[src/include/spi_sb_pkg.sv]
// constants shared by the spi status/data-buffer device and its controller
// assumes one 250 MHz clock and an apb master in front of the controller
package spi_sb_pkg;
  // ------------------------------------------------------------------
  // device register port
  // ------------------------------------------------------------------
  localparam logic [1:0] REG_STATUS = 2'h0;
  localparam logic [1:0] REG_DATA = 2'h1;
  localparam logic [1:0] REG_CTRL1 = 2'h2;
  localparam logic [1:0] REG_CTRL2 = 2'h3;
  localparam int ST_RX_FULL_BIT = 7;
  localparam int ST_TX_EMPTY_BIT = 5;
  localparam int ST_MODE_FAULT_BIT = 4;
  localparam int C1_TX_IRQ_EN_BIT = 5;
  localparam int C1_MASTER_BIT = 4;
  localparam int C1_SEL_OUT_EN_BIT = 1;
  localparam int C2_FAULT_EN_BIT = 4;
  localparam logic [7:0] CTRL1_RESET = 8'h00;
  localparam logic [7:0] CTRL2_RESET = 8'h00;
  localparam logic [7:0] DATA_RESET = 8'h00;
  // synchroniser lanes {select, clock, mosi, miso} at idle pin levels
  localparam logic [3:0] PIN_SYNC_RESET = 4'hb;
  // ------------------------------------------------------------------
  // controller apb map
  // ------------------------------------------------------------------
  localparam logic [7:0] ORDER_OFS = 8'h00;
  localparam logic [7:0] RESULT_OFS = 8'h04;
  localparam int ORDER_ADDR_LSB = 8;
  localparam int ORDER_WRITE_BIT = 10;
  localparam int RESULT_BUSY_BIT = 8;
  localparam int RESULT_IRQ_BIT = 9;
  // ------------------------------------------------------------------
  // timing
  // ------------------------------------------------------------------
  localparam int CLK_PERIOD_NS = 4;
  localparam int SCLK_HALF_NS = 8;
  localparam int SCLK_HALF_CYC = (SCLK_HALF_NS + CLK_PERIOD_NS - 1)
    / CLK_PERIOD_NS;
  localparam int TX_RELOAD_CYC = 2;
endpackage

[src/include/spi_reg_if.sv]
// register port between the spi device and its controller
// assumes both ends run on the same clock
interface spi_reg_if;
  logic req;
  logic wr;
  logic [1:0] addr;
  logic [7:0] wdata;
  logic [7:0] rdata;
  logic ack;
  logic irq;
  modport dev
  (
    input req, wr, addr, wdata,
    output rdata, ack, irq
  );
  modport ctl
  (
    output req, wr, addr, wdata,
    input rdata, ack, irq
  );
endinterface

[src/verilog/spi_sb_device.sv]
// spi device end: status flags, double-buffered data register, pins
// assumes register port and pins as below; pin inputs are asynchronous
//
// The register offsets and the APB slave port were decided locally.
module spi_sb_device
  import spi_sb_pkg::*;
#(
  parameter int HALF_CYC = SCLK_HALF_CYC
)
(
  input wire logic clock,
  input wire logic sys_rst,
  spi_reg_if.dev bus,
  input wire logic sclk_in,
  output logic sclk_out,
  output logic sclk_oe,
  input wire logic mosi_in,
  output logic mosi_out,
  output logic mosi_oe,
  input wire logic miso_in,
  output logic miso_out,
  output logic miso_oe,
  input wire logic ss_n_in,
  output logic ss_n_out,
  output logic ss_n_oe
);
  // synchroniser lane order
  localparam int P_MISO = 0;
  localparam int P_MOSI = 1;
  localparam int P_SCLK = 2;
  localparam int P_SS = 3;

  typedef struct packed {
    logic [7:0] c1;
    logic [7:0] c2;
    logic [7:0] tx_buf;
    logic [7:0] rx_buf;
    logic [7:0] rdata;
    logic tx_full;
    logic rx_full;
    logic mode_fault_flag;
    logic arm_rf;
    logic arm_te;
    logic arm_mf;
    logic ack;
    logic irq;
    logic [3:0] s1;
    logic [3:0] s2;
    logic sclk_o;
    logic sclk_oe;
    logic mosi_o;
    logic mosi_oe;
    logic miso_o;
    logic miso_oe;
    logic ss_o;
    logic ss_oe;
  } dev_t;

  dev_t dev_reg;
  dev_t dev_next;
  logic eng_busy;
  logic eng_done;
  logic [7:0] eng_rx;
  logic eng_sclk;
  logic eng_sdo;
  logic master;
  logic tx_empty;
  logic load;
  logic fault;
  logic [7:0] status;

  // ------------------------------------------------------------------
  // shift engine
  // ------------------------------------------------------------------
  spi_shift_engine #(
    .HALF_CYC(HALF_CYC)
  ) u_eng (
    .clock(clock),
    .sys_rst(sys_rst),
    .master(master),
    .load(load),
    .load_data(dev_reg.tx_buf),
    .sclk_s(dev_reg.s2[P_SCLK]),
    .sel(~dev_reg.s2[P_SS]),
    .sdi(master ? dev_reg.s2[P_MISO] : dev_reg.s2[P_MOSI]),
    .busy(eng_busy),
    .done(eng_done),
    .rx_data(eng_rx),
    .sclk_o(eng_sclk),
    .sdo(eng_sdo)
  );

  // ------------------------------------------------------------------
  // flag terms
  // ------------------------------------------------------------------
  always_comb
  begin
    master = dev_reg.c1[C1_MASTER_BIT];
    tx_empty = ~dev_reg.tx_full;
    // slave only takes a byte between frames
    load = dev_reg.tx_full && !eng_busy
      && (master || dev_reg.s2[P_SS]);
    fault = master && dev_reg.c2[C2_FAULT_EN_BIT]
      && !dev_reg.c1[C1_SEL_OUT_EN_BIT] && !dev_reg.s2[P_SS];
    status = 8'h00;
    status[ST_RX_FULL_BIT] = dev_reg.rx_full;
    status[ST_TX_EMPTY_BIT] = tx_empty;
    status[ST_MODE_FAULT_BIT] = dev_reg.mode_fault_flag;
  end

  // ------------------------------------------------------------------
  // next state
  // ------------------------------------------------------------------
  always_comb
  begin
    dev_next = dev_reg;
    dev_next.ack = 1'b0;
    dev_next.s1 = {ss_n_in, sclk_in, mosi_in, miso_in};
    dev_next.s2 = dev_reg.s1;
    if (load)
      dev_next.tx_full = 1'b0;
    // register access, answered one cycle later
    if (bus.req)
    begin
      dev_next.ack = 1'b1;
      case (bus.addr)
        REG_STATUS:
        begin
          if (!bus.wr)
          begin
            // read arms the clear sequence of each flag that is set; writes dropped
            dev_next.rdata = status;
            dev_next.arm_rf = dev_reg.rx_full;
            dev_next.arm_te = tx_empty;
            dev_next.arm_mf = dev_reg.mode_fault_flag;
          end
        end
        REG_DATA:
        begin
          if (bus.wr)
          begin
            if (dev_reg.arm_te && tx_empty)
            begin
              dev_next.tx_buf = bus.wdata;
              dev_next.tx_full = 1'b1;
              dev_next.arm_te = 1'b0;
            end
          end
          else
          begin
            dev_next.rdata = dev_reg.rx_buf;
            if (dev_reg.arm_rf && dev_reg.rx_full)
            begin
              dev_next.rx_full = 1'b0;
              dev_next.arm_rf = 1'b0;
            end
          end
        end
        REG_CTRL1:
        begin
          if (bus.wr)
          begin
            dev_next.c1 = bus.wdata;
            if (dev_reg.arm_mf && dev_reg.mode_fault_flag)
            begin
              dev_next.mode_fault_flag = 1'b0;
              dev_next.arm_mf = 1'b0;
            end
          end
          else
            dev_next.rdata = dev_reg.c1;
        end
        REG_CTRL2:
        begin
          if (bus.wr)
            dev_next.c2 = bus.wdata;
          else
            dev_next.rdata = dev_reg.c2;
        end
        default:
          dev_next.rdata = 8'h00;
      endcase
    end
    // transfer end: old unread byte wins, set beats clear
    if (eng_done && !dev_next.rx_full)
    begin
      dev_next.rx_buf = eng_rx;
      dev_next.rx_full = 1'b1;
    end
    if (fault)
      dev_next.mode_fault_flag = 1'b1;
    dev_next.irq = !dev_next.tx_full
      && dev_next.c1[C1_TX_IRQ_EN_BIT];
    // registered pin drivers
    dev_next.sclk_o = eng_sclk;
    dev_next.sclk_oe = master;
    dev_next.mosi_o = eng_sdo;
    dev_next.mosi_oe = master;
    dev_next.miso_o = eng_sdo;
    dev_next.miso_oe = !master && !dev_reg.s2[P_SS];
    dev_next.ss_o = !eng_busy;
    dev_next.ss_oe = master && dev_reg.c2[C2_FAULT_EN_BIT]
      && dev_reg.c1[C1_SEL_OUT_EN_BIT];
  end

  // reset: both buffers empty, only transmit-empty shows
  always_ff @(posedge clock or posedge sys_rst)
  begin
    if (sys_rst)
    begin
      dev_reg <= '0;
      dev_reg.c1 <= CTRL1_RESET;
      dev_reg.c2 <= CTRL2_RESET;
      dev_reg.tx_buf <= DATA_RESET;
      dev_reg.rx_buf <= DATA_RESET;
      // idle levels, so no false clock edge follows reset
      dev_reg.s1 <= PIN_SYNC_RESET;
      dev_reg.s2 <= PIN_SYNC_RESET;
      dev_reg.ss_o <= 1'b1;
    end
    else
      dev_reg <= dev_next;
  end

  // ------------------------------------------------------------------
  // outputs
  // ------------------------------------------------------------------
  assign bus.rdata = dev_reg.rdata;
  assign bus.ack = dev_reg.ack;
  assign bus.irq = dev_reg.irq;
  assign sclk_out = dev_reg.sclk_o;
  assign sclk_oe = dev_reg.sclk_oe;
  assign mosi_out = dev_reg.mosi_o;
  assign mosi_oe = dev_reg.mosi_oe;
  assign miso_out = dev_reg.miso_o;
  assign miso_oe = dev_reg.miso_oe;
  assign ss_n_out = dev_reg.ss_o;
  assign ss_n_oe = dev_reg.ss_oe;
endmodule

[src/verilog/spi_shift_engine.sv]
// eight-bit shift engine, clock format cpol 0 / cpha 0, msb first
// assumes pin inputs are already synchronised by the caller
module spi_shift_engine
  import spi_sb_pkg::*;
#(
  parameter int HALF_CYC = SCLK_HALF_CYC
)
(
  input wire logic clock,
  input wire logic sys_rst,
  input wire logic master,
  input wire logic load,
  input wire logic [7:0] load_data,
  input wire logic sclk_s,
  input wire logic sel,
  input wire logic sdi,
  output logic busy,
  output logic done,
  output logic [7:0] rx_data,
  output logic sclk_o,
  output logic sdo
);
  // refuse divisions that the eight-bit divider cannot count
  if (HALF_CYC < 1 || HALF_CYC > 256)
  begin : g_bad_half
    $error("HALF_CYC out of range");
  end

  typedef struct packed {
    logic [7:0] sh;
    logic smp;
    logic [2:0] cnt;
    logic [7:0] div;
    logic sclk;
    logic sclk_prev;
    logic busy;
    logic done;
    logic [7:0] rx;
  } eng_t;

  eng_t eng_reg;
  eng_t eng_next;

  // ------------------------------------------------------------------
  // next state
  // ------------------------------------------------------------------
  always_comb
  begin
    eng_next = eng_reg;
    eng_next.done = 1'b0;
    eng_next.sclk_prev = sclk_s;
    if (load)
    begin
      eng_next.sh = load_data;
      eng_next.busy = 1'b1;
      eng_next.cnt = 3'h0;
      eng_next.div = 8'h00;
      eng_next.sclk = 1'b0;
    end
    else if (master && eng_reg.busy)
    begin
      // master: own bit clock from the divider
      if (eng_reg.div == 8'(HALF_CYC - 1))
      begin
        eng_next.div = 8'h00;
        eng_next.sclk = ~eng_reg.sclk;
        if (!eng_reg.sclk)
          eng_next.smp = sdi;
        else if (eng_reg.cnt == 3'h7)
        begin
          eng_next.done = 1'b1;
          eng_next.busy = 1'b0;
          eng_next.rx = {eng_reg.sh[6:0], eng_reg.smp};
        end
        else
        begin
          eng_next.cnt = eng_reg.cnt + 3'h1;
          eng_next.sh = {eng_reg.sh[6:0], eng_reg.smp};
        end
      end
      else
        eng_next.div = eng_reg.div + 8'h01;
    end
    else if (!master)
    begin
      // slave: follow the far clock while selected
      if (!sel)
        eng_next.cnt = 3'h0;
      else if (sclk_s && !eng_reg.sclk_prev)
      begin
        if (eng_reg.cnt == 3'h7)
        begin
          eng_next.done = 1'b1;
          eng_next.busy = 1'b0;
          eng_next.cnt = 3'h0;
          eng_next.rx = {eng_reg.sh[6:0], sdi};
        end
        else
        begin
          eng_next.cnt = eng_reg.cnt + 3'h1;
          eng_next.smp = sdi;
        end
      end
      else if (!sclk_s && eng_reg.sclk_prev && eng_reg.cnt != 3'h0)
        eng_next.sh = {eng_reg.sh[6:0], eng_reg.smp};
    end
  end

  always_ff @(posedge clock or posedge sys_rst)
  begin
    if (sys_rst)
      eng_reg <= '0;
    else
      eng_reg <= eng_next;
  end

  assign busy = eng_reg.busy;
  assign done = eng_reg.done;
  assign rx_data = eng_reg.rx;
  assign sclk_o = eng_reg.sclk;
  assign sdo = eng_reg.sh[7];
endmodule

[src/flat_wrapper.sv]
// flat-port wrapper written by rule: the top's interface ports become plain ports
module spi_sb_device_flat import spi_sb_pkg::*;
#(
  parameter int HALF_CYC = SCLK_HALF_CYC
)
  (clock, sys_rst, sclk_in, sclk_out, sclk_oe, mosi_in, mosi_out, mosi_oe, miso_in, miso_out, miso_oe, ss_n_in, ss_n_out, ss_n_oe, bus_req, bus_wr, bus_addr, bus_wdata, bus_rdata, bus_ack, bus_irq);
  spi_reg_if bus_i ();
  input wire logic clock;
  input wire logic sys_rst;
  input wire logic sclk_in;
  output logic sclk_out;
  output logic sclk_oe;
  input wire logic mosi_in;
  output logic mosi_out;
  output logic mosi_oe;
  input wire logic miso_in;
  output logic miso_out;
  output logic miso_oe;
  input wire logic ss_n_in;
  output logic ss_n_out;
  output logic ss_n_oe;
  input wire logic [$bits(bus_i.req)-1:0] bus_req;
  input wire logic [$bits(bus_i.wr)-1:0] bus_wr;
  input wire logic [$bits(bus_i.addr)-1:0] bus_addr;
  input wire logic [$bits(bus_i.wdata)-1:0] bus_wdata;
  output wire logic [$bits(bus_i.rdata)-1:0] bus_rdata;
  output wire logic [$bits(bus_i.ack)-1:0] bus_ack;
  output wire logic [$bits(bus_i.irq)-1:0] bus_irq;
  assign bus_i.req = bus_req;
  assign bus_i.wr = bus_wr;
  assign bus_i.addr = bus_addr;
  assign bus_i.wdata = bus_wdata;
  assign bus_rdata = bus_i.rdata;
  assign bus_ack = bus_i.ack;
  assign bus_irq = bus_i.irq;
  spi_sb_device #(.HALF_CYC(HALF_CYC)) u_core (.clock(clock), .sys_rst(sys_rst), .bus(bus_i), .sclk_in(sclk_in), .sclk_out(sclk_out), .sclk_oe(sclk_oe), .mosi_in(mosi_in), .mosi_out(mosi_out), .mosi_oe(mosi_oe), .miso_in(miso_in), .miso_out(miso_out), .miso_oe(miso_oe), .ss_n_in(ss_n_in), .ss_n_out(ss_n_out), .ss_n_oe(ss_n_oe));
endmodule
[config.mk]
export PLATFORM = sky130hd
export DESIGN_NAME = spi_sb_device_flat
export DESIGN_NICKNAME = d
export VERILOG_FILES = /design/src/include/spi_sb_pkg.sv /design/src/include/spi_reg_if.sv /design/src/verilog/spi_sb_device.sv /design/src/verilog/spi_shift_engine.sv /design/src/flat_wrapper.sv
export SDC_FILE = /design/constraint.sdc
export NUM_CORES = 1
export LEC_CHECK = 0
export ABC_AREA = 1
export CORE_ASPECT_RATIO = 0.8
export CORE_UTILIZATION = 35
export DETAILED_ROUTE_END_ITERATION = 16
export DONT_BUFFER_PORTS = 1
export MAX_ROUTING_LAYER = met4
export PLACE_DENSITY = 0.49
export RECOVER_POWER = 25
export SLEW_MARGIN = 20
export SYNTH_ARGS = -nofsm -noshare
export SYNTH_HDL_FRONTEND = slang
export SYNTH_SLANG_ARGS = --single-unit
[constraint.sdc]
create_clock -name clock -period 2.6 [get_ports clock]
set_input_delay 0.13 -clock clock [delete_from_list [all_inputs] [get_ports clock]]
set_output_delay 0.13 -clock clock [all_outputs]
set_load 0.05 [all_outputs]
==> metrics.txt, run 1 <==
status=finished clean; Clock Latency Late Sink=0.34 ns; total grt overflow=0; pwr dens=894 mW/mm2; DP HPWL=7530 um; Vias/cell=4.67; Synth Flop Type=dfrtp_1; Slew Viols, Final=0; nature of the critical path endpoint=register; period utilization=0.694; post-route insts no fill=~700; Die W=between 100 and 150 um; routability cong.=0.841; Synth top area share=0.492; CTS buffer count=9; crit path launch type=register; fmax=554 MHz; Hold Violations, Final=0; postcts setup bufs=0; vias after detailed routing=3285; clk sinks=94; final setup violation count=0; Mapped Area=0.00443 mm2; worst-case clock buffer depth=2; IO buf count=0; Synth Area per Inst=about 8.5 um2; RR Endpoint=u_core.u_eng.eng_reg[27]; post-detailed-route wirelength per cell=14.5 um; Synth Register Bits=94; antenna violations before repair=0; crit path launch=u_core.dev_next[4]; Die Area=0.0131 mm2; drt pass-1 iters=4; largest net degree at the start of global routing=51; met3 Usage GRT=0.0472; Tmin final=1.80 ns; Post-synth EDFFs=0; max_cap viols=0; core area=0.0123 mm2; VDD IR max=about 420 uV; vias in the first global route=between 3000 and 4000; crit path DAT=between 2 and 2.5 ns; number of flip-flops in the largest register=41; Worst R2R Path Depth=9; gr busiest metal=met1; clock-pin slew on the worst setup and hold paths=0.07 ns; Yosys top cell by area=dfrtp_1; Post-Synthesis Cells=just over 500; RSZ-0062 raised after global routing=no; top post-synthesis cells by area=dfrtp_1, nand2_1, inv_1; row cnt=36; die height=103 um; Hold Crit Class=input pin to register; slew margin rel.=0.325; nets=552; post_cts resized=0; Starting Density=0.361; num ports=36; R2R Setup Slk=just under 0.8 ns; crit-path max FO=17; first-pass GRT wire length=around 17000 um; CTS tree=yes; Antenna Nets Post-Route=0; ys async rst share=1.00; commonest non-fill, non-tap cells in the layout=nand2_1, dfrtp_1, inv_1, o21ai_0, nand3_1; register area share after synthesis=0.533; synthesis-to-layout area growth=11.8%; Inst Count DP=672; met2 usage=0.225; CTS root buf=clkbuf_16; Total GRT Usage=0.174; Syn Nets=roughly 540; LEAKAGE=about 0.0025 uW; Crit path required time=2.83 ns; Slew @ Worst Pin=approximately 1 ns; count of cell types in the netlist=34; Clock H-tree levels=3; commonest non-fill, non-tap cell in the layout=nand2_1; Iter 0 DRT Violations=164; drt drc=0; Setup Crit Path Kind=register to register; Worst R2R Start=u_core.dev_next[4]; worst hold stages=3; Diodes inserted=0; Routed WL=10200 um; setup TNS=0 ns; met1 usage=0.265; share of cells above drive strength 1=0.0994; Clock Skew=0.00848 ns; total number of yosys warnings=0; critical path endpoint=u_core.u_eng.eng_reg[27]
-- per-stage QoR --
step / utilization / setup WS, ns / power [uW] / cell area, um2 / hold WS (ns)
floorplan: - / 0.0329 / 2960 / 4430 / 0.134
global placement: 0.369 / 0.790 / 3180 / 4520 / 0.135
detailed placement: 0.369 / 0.764 / 3200 / 4520 / 0.135
CTS: 0.405 / 0.752 / 4490 / 4960 / 0.0145
global route: 0.404 / 0.566 / 4730 / 4950 / 0.0235
finish: 0.404 / 0.795 / 4430 / 4950 / 0.0311
-- per-layer routing --
| metal | up-vias | wire length (um) | share of wire |
|---|---|---|---|
| met4 | 0 | 81 | 0.0079 |
| met5 | - | 0 | 0 |
| met1 | 1554 | 5560 | 0.54 |
| li1 | 1657 | - | - |
| met3 | 6 | 570 | 0.056 |
| met2 | 68 | 4010 | 0.39 |
-- final cells by class --
type                       instances  area, um2
fill                            1302       7300
sequential                        94       2360
multi-input combinational        339       1660
inverter                          66        250
clock buffer                      12        246
tap                              171        214
timing repair buffer              18        184
clock inverter                     4       33.8
-- worst max-delay path: stages, from the launching register on --
cell     delay, ns
dfrtp_1       0.63
inv_2         0.10
nand2_4       0.10
nand2_4       0.14
nand2_4       0.15
nor2_2        0.06
nor2_4        0.23
nand2_4       0.12
nand2_1       0.09
nand2_1       0.06
-- cells in the mapped netlist, types with 2 or more instances --
cell / number
a21oi_1: 14
nor2_1: 30
nand2_4: 5
nand3_1: 35
nor2_2: 3
clkbuf_1: 2
xor2_1: 3
inv_2: 6
dfrtp_1: 87
buf_4: 13
nor2_4: 2
inv_1: 60
o22ai_1: 5
o21ai_1: 2
nand2_1: 160
o21ai_2: 12
nand4_1: 4
ha_1: 6
dfstp_2: 7
o21ai_0: 43
buf_2: 2
buf_6: 3
nand3_2: 2
nor3_1: 3
-- worst min-delay path by stage --
stage          startpoint                   to  slack (ns)
2_1_floorplan     ss_n_in  u_core.dev_next[11]        0.13
3_3_place_gp      miso_in   u_core.dev_next[8]        0.13
5_1_grt            bus_wr   u_core.dev_reg[19]        0.02
3_5_place_dp      mosi_in   u_core.dev_next[9]        0.13
6_report           bus_wr   u_core.dev_reg[19]        0.03
4_1_cts            bus_wr   u_core.dev_reg[19]        0.01
-- timing repair --
| action | CTS | global route |
|---|---|---|
| hold buffers | 16 | 0 |
| endpoints found under the hold margin | 72 | 0 |
| setup endpoints to repair | 0 | 0 |
-- power breakdown --
| part | internal [uW] | leakage (uW) | total (uW) | switching (uW) |
|---|---|---|---|---|
| Combinational | 327 | 0.00113 | 941 | 614 |
| Sequential | 1780 | 0.00119 | 2240 | 469 |
| Clock | 680 | 0.000133 | 1240 | 561 |
| Total | 2780 | 0.00245 | 4430 | 1640 |
-- cell families (layout without fill, tap and decap cells) --
| group | after synthesis | in the layout | synth area share |
|---|---|---|---|
| mux | 1 | 1 | 0.00254 |
| xor+xnor | 4 | 4 | 0.00791 |
| flops | 94 | 94 | 0.533 |
| simple gates | 246 | 246 | 0.242 |
| fa+ha+maj | 6 | 6 | 0.0170 |
| compound gates | 82 | 82 | 0.108 |
| buf+inv | 86 | 100 | 0.0896 |
(Power assumes the default switching activity.)
==> run 2: changes to the inputs <==
Settings changed: PLACE_DENSITY 0.49 to 0.47.
Clock period 2.6 ns to 1.8 ns, I/O delays scaled along.
==> metrics.txt, run 2 (synthesis gave the netlist of run 1 again) <==
Finished Core Util=0.418 (+0.0139); Diodes inserted=0 (unchanged); Crit path required time=2.04 ns (-0.79 ns); Iter 0 DRT Violations=192 (+17%); vias in the first global route=3105 (+0.16%); CTS root buf=clkbuf_16; Slew Viols, Final=0 (unchanged); Clock H-tree levels=3 (unchanged); R2R Setup Slk=0.16 ns (-0.64 ns); die height=103 um (unchanged); Largest stage delay, worst path=0.58 ns (-0.05 ns); max_cap viols=0 (unchanged); Hold Crit Class=input pin to register; Buf/Inv on CP=1 (unchanged); routability cong.=0.852 (+1.3%); Tmin final=1.64 ns (-0.161 ns); gr busiest metal=met1; commonest non-fill, non-tap cells in the layout=nand2_1, dfrtp_1, inv_1, o21ai_0, nand3_1; first-pass GRT wire length=16900 um (+1.5%); delay-heaviest family, CP=simple AND/OR/NAND/NOR gates; crit path DAT=1.88 ns (-0.15 ns); core area=0.0123 mm2 (unchanged); post-placement setup slack=0.0368 ns (-0.727 ns); nature of the critical path endpoint=register; Die W=128 um (unchanged); Routed WL=10200 um (-0.50%); crit path launch type=register; status=finished clean; Vias/cell=4.58 (-1.8%); CTS buffer count=9 (unchanged); crit-path max FO=8 (-9); row cnt=36 (unchanged); commonest non-fill, non-tap cell in the layout=nand2_1; met2 usage=0.230 (+0.00502); met3 Usage GRT=0.0337 (-0.0135); nets=569 (+3.1%); Clock Skew=0.00747 ns (-0.00101 ns); Clock Latency Late Sink=0.34 ns (about the same); drt pass-1 iters=5 (+1); VDD IR max=520 uV (+24%); period utilization=0.913 (+0.219); fmax=608 MHz (+9.8%); DP HPWL=7590 um (+0.73%); Slowest-stage cell, CP=dfstp_2; total grt overflow=0 (unchanged); Slew @ Worst Pin=0.914 ns (-0.0947 ns); final setup violation count=0 (unchanged); clk sinks=94 (unchanged); met1 usage=0.274 (+0.00831); number of flip-flops in the largest register=41 (unchanged); Hold Violations, Final=0 (unchanged); IO buf count=0 (unchanged); drt drc=0 (unchanged); Total GRT Usage=0.177 (+0.00304); synthesis-to-layout area growth=15.7%; antenna violations before repair=0 (unchanged); Starting Density=0.361 (unchanged); largest net degree at the start of global routing=69 (+35%); Die Area=0.0131 mm2 (unchanged); num ports=36 (unchanged); pwr dens=1310 mW/mm2 (+47%); clock-pin slew on the worst setup and hold paths=0.07 ns (about the same); most used cell along the critical path=nand2_1; LEAKAGE=0.00254 uW (+3.6%); Antenna Nets Post-Route=0 (unchanged); worst-case clock buffer depth=2 (unchanged); vias after detailed routing=3305 (+0.61%); post-detailed-route wirelength per cell=14.1 um (-2.8%); slew margin rel.=0.389 (+0.0634); crit-path cells=clkinvlp_4 -> nand2_4 -> nand2_1 -> nand3_1 -> nand2_2 -> nor2_4 -> nand2_4 -> nand2_1 -> nand2_1; share of cells above drive strength 1=0.142 (+0.0424); Setup Crit Path Kind=register to register; CTS tree=yes; final worst setup slack=0.156 ns (-0.639 ns)
==> run 2: worst paths after layout <==
path / cells after the start / endpoint / start
worst max-delay path: 9 / u_core.u_eng.eng_reg[28] / u_core.dev_reg[11]
worst min-delay path: 4 / u_core.dev_reg[18] / bus_req
worst max register to register: 9 / u_core.u_eng.eng_reg[28] / u_core.dev_reg[11]
worst min register to register: 0 / u_core.dev_reg[10] / u_core.dev_next[10]
max in group asynchronous: 3 / u_core.ss_n_out / sys_rst
min in group asynchronous: 2 / u_core.sclk_out / sys_rst
==> run 2: report_power, final <==
| group | leakage, uW | internal, uW | switching (uW) | total, uW |
|---|---|---|---|---|
| logic | 0.00121 | 575 | 1030 | 1610 |
| clock network | 0.000145 | 1120 | 835 | 1960 |
| registers | 0.00119 | 2570 | 575 | 3140 |
| total | 0.00254 | 4260 | 2440 | 6710 |
==> run 2: cell type report <==
class,instances,area (um2)
clock inverter,6,67.6
multi-input combinational,339,1680
fill,1290,7130
sequential,94,2360
inverter,66,253
clock buffer,10,239
tap,171,214
timing repair buffer,35,309
==> run 2: what timing repair did <==
action	4_1_cts	5_1_grt
hold buffers	16	0
resized for setup	0	5
hold endpoints to repair	119	0
setup buffers	0	4
setup endpoints to repair	0	11
==> run 2: through the flow <==
step	std cells	total power [uW]	hold slack, ns	cell area, um2	setup TNS [ns]
after CTS	717	6750	0.0100	5090	0
after floorplan	519	4280	0.0945	4430	0
after detailed placement	685	4720	-0.0621	4620	0
after global placement	685	4690	-0.0647	4620	0
after global routing	721	7170	0.0447	5120	-0.00381
final	721	6710	0.0269	5120	0
==> run 2: per-layer routing <==
| layer | routed length [um] | part of all wire |
|---|---|---|
| met4 | 101 | 0.0099 |
| met2 | 3980 | 0.39 |
| met1 | 5740 | 0.56 |
| met3 | 345 | 0.034 |
| met5 | 0 | 0 |
==> run 2: tightest hold or removal path, cell delays in order <==
cell,delay (ns)
nand2_1,0.07
a21oi_1,0.06
nand2_1,0.05
o2bb2ai_1,0.05
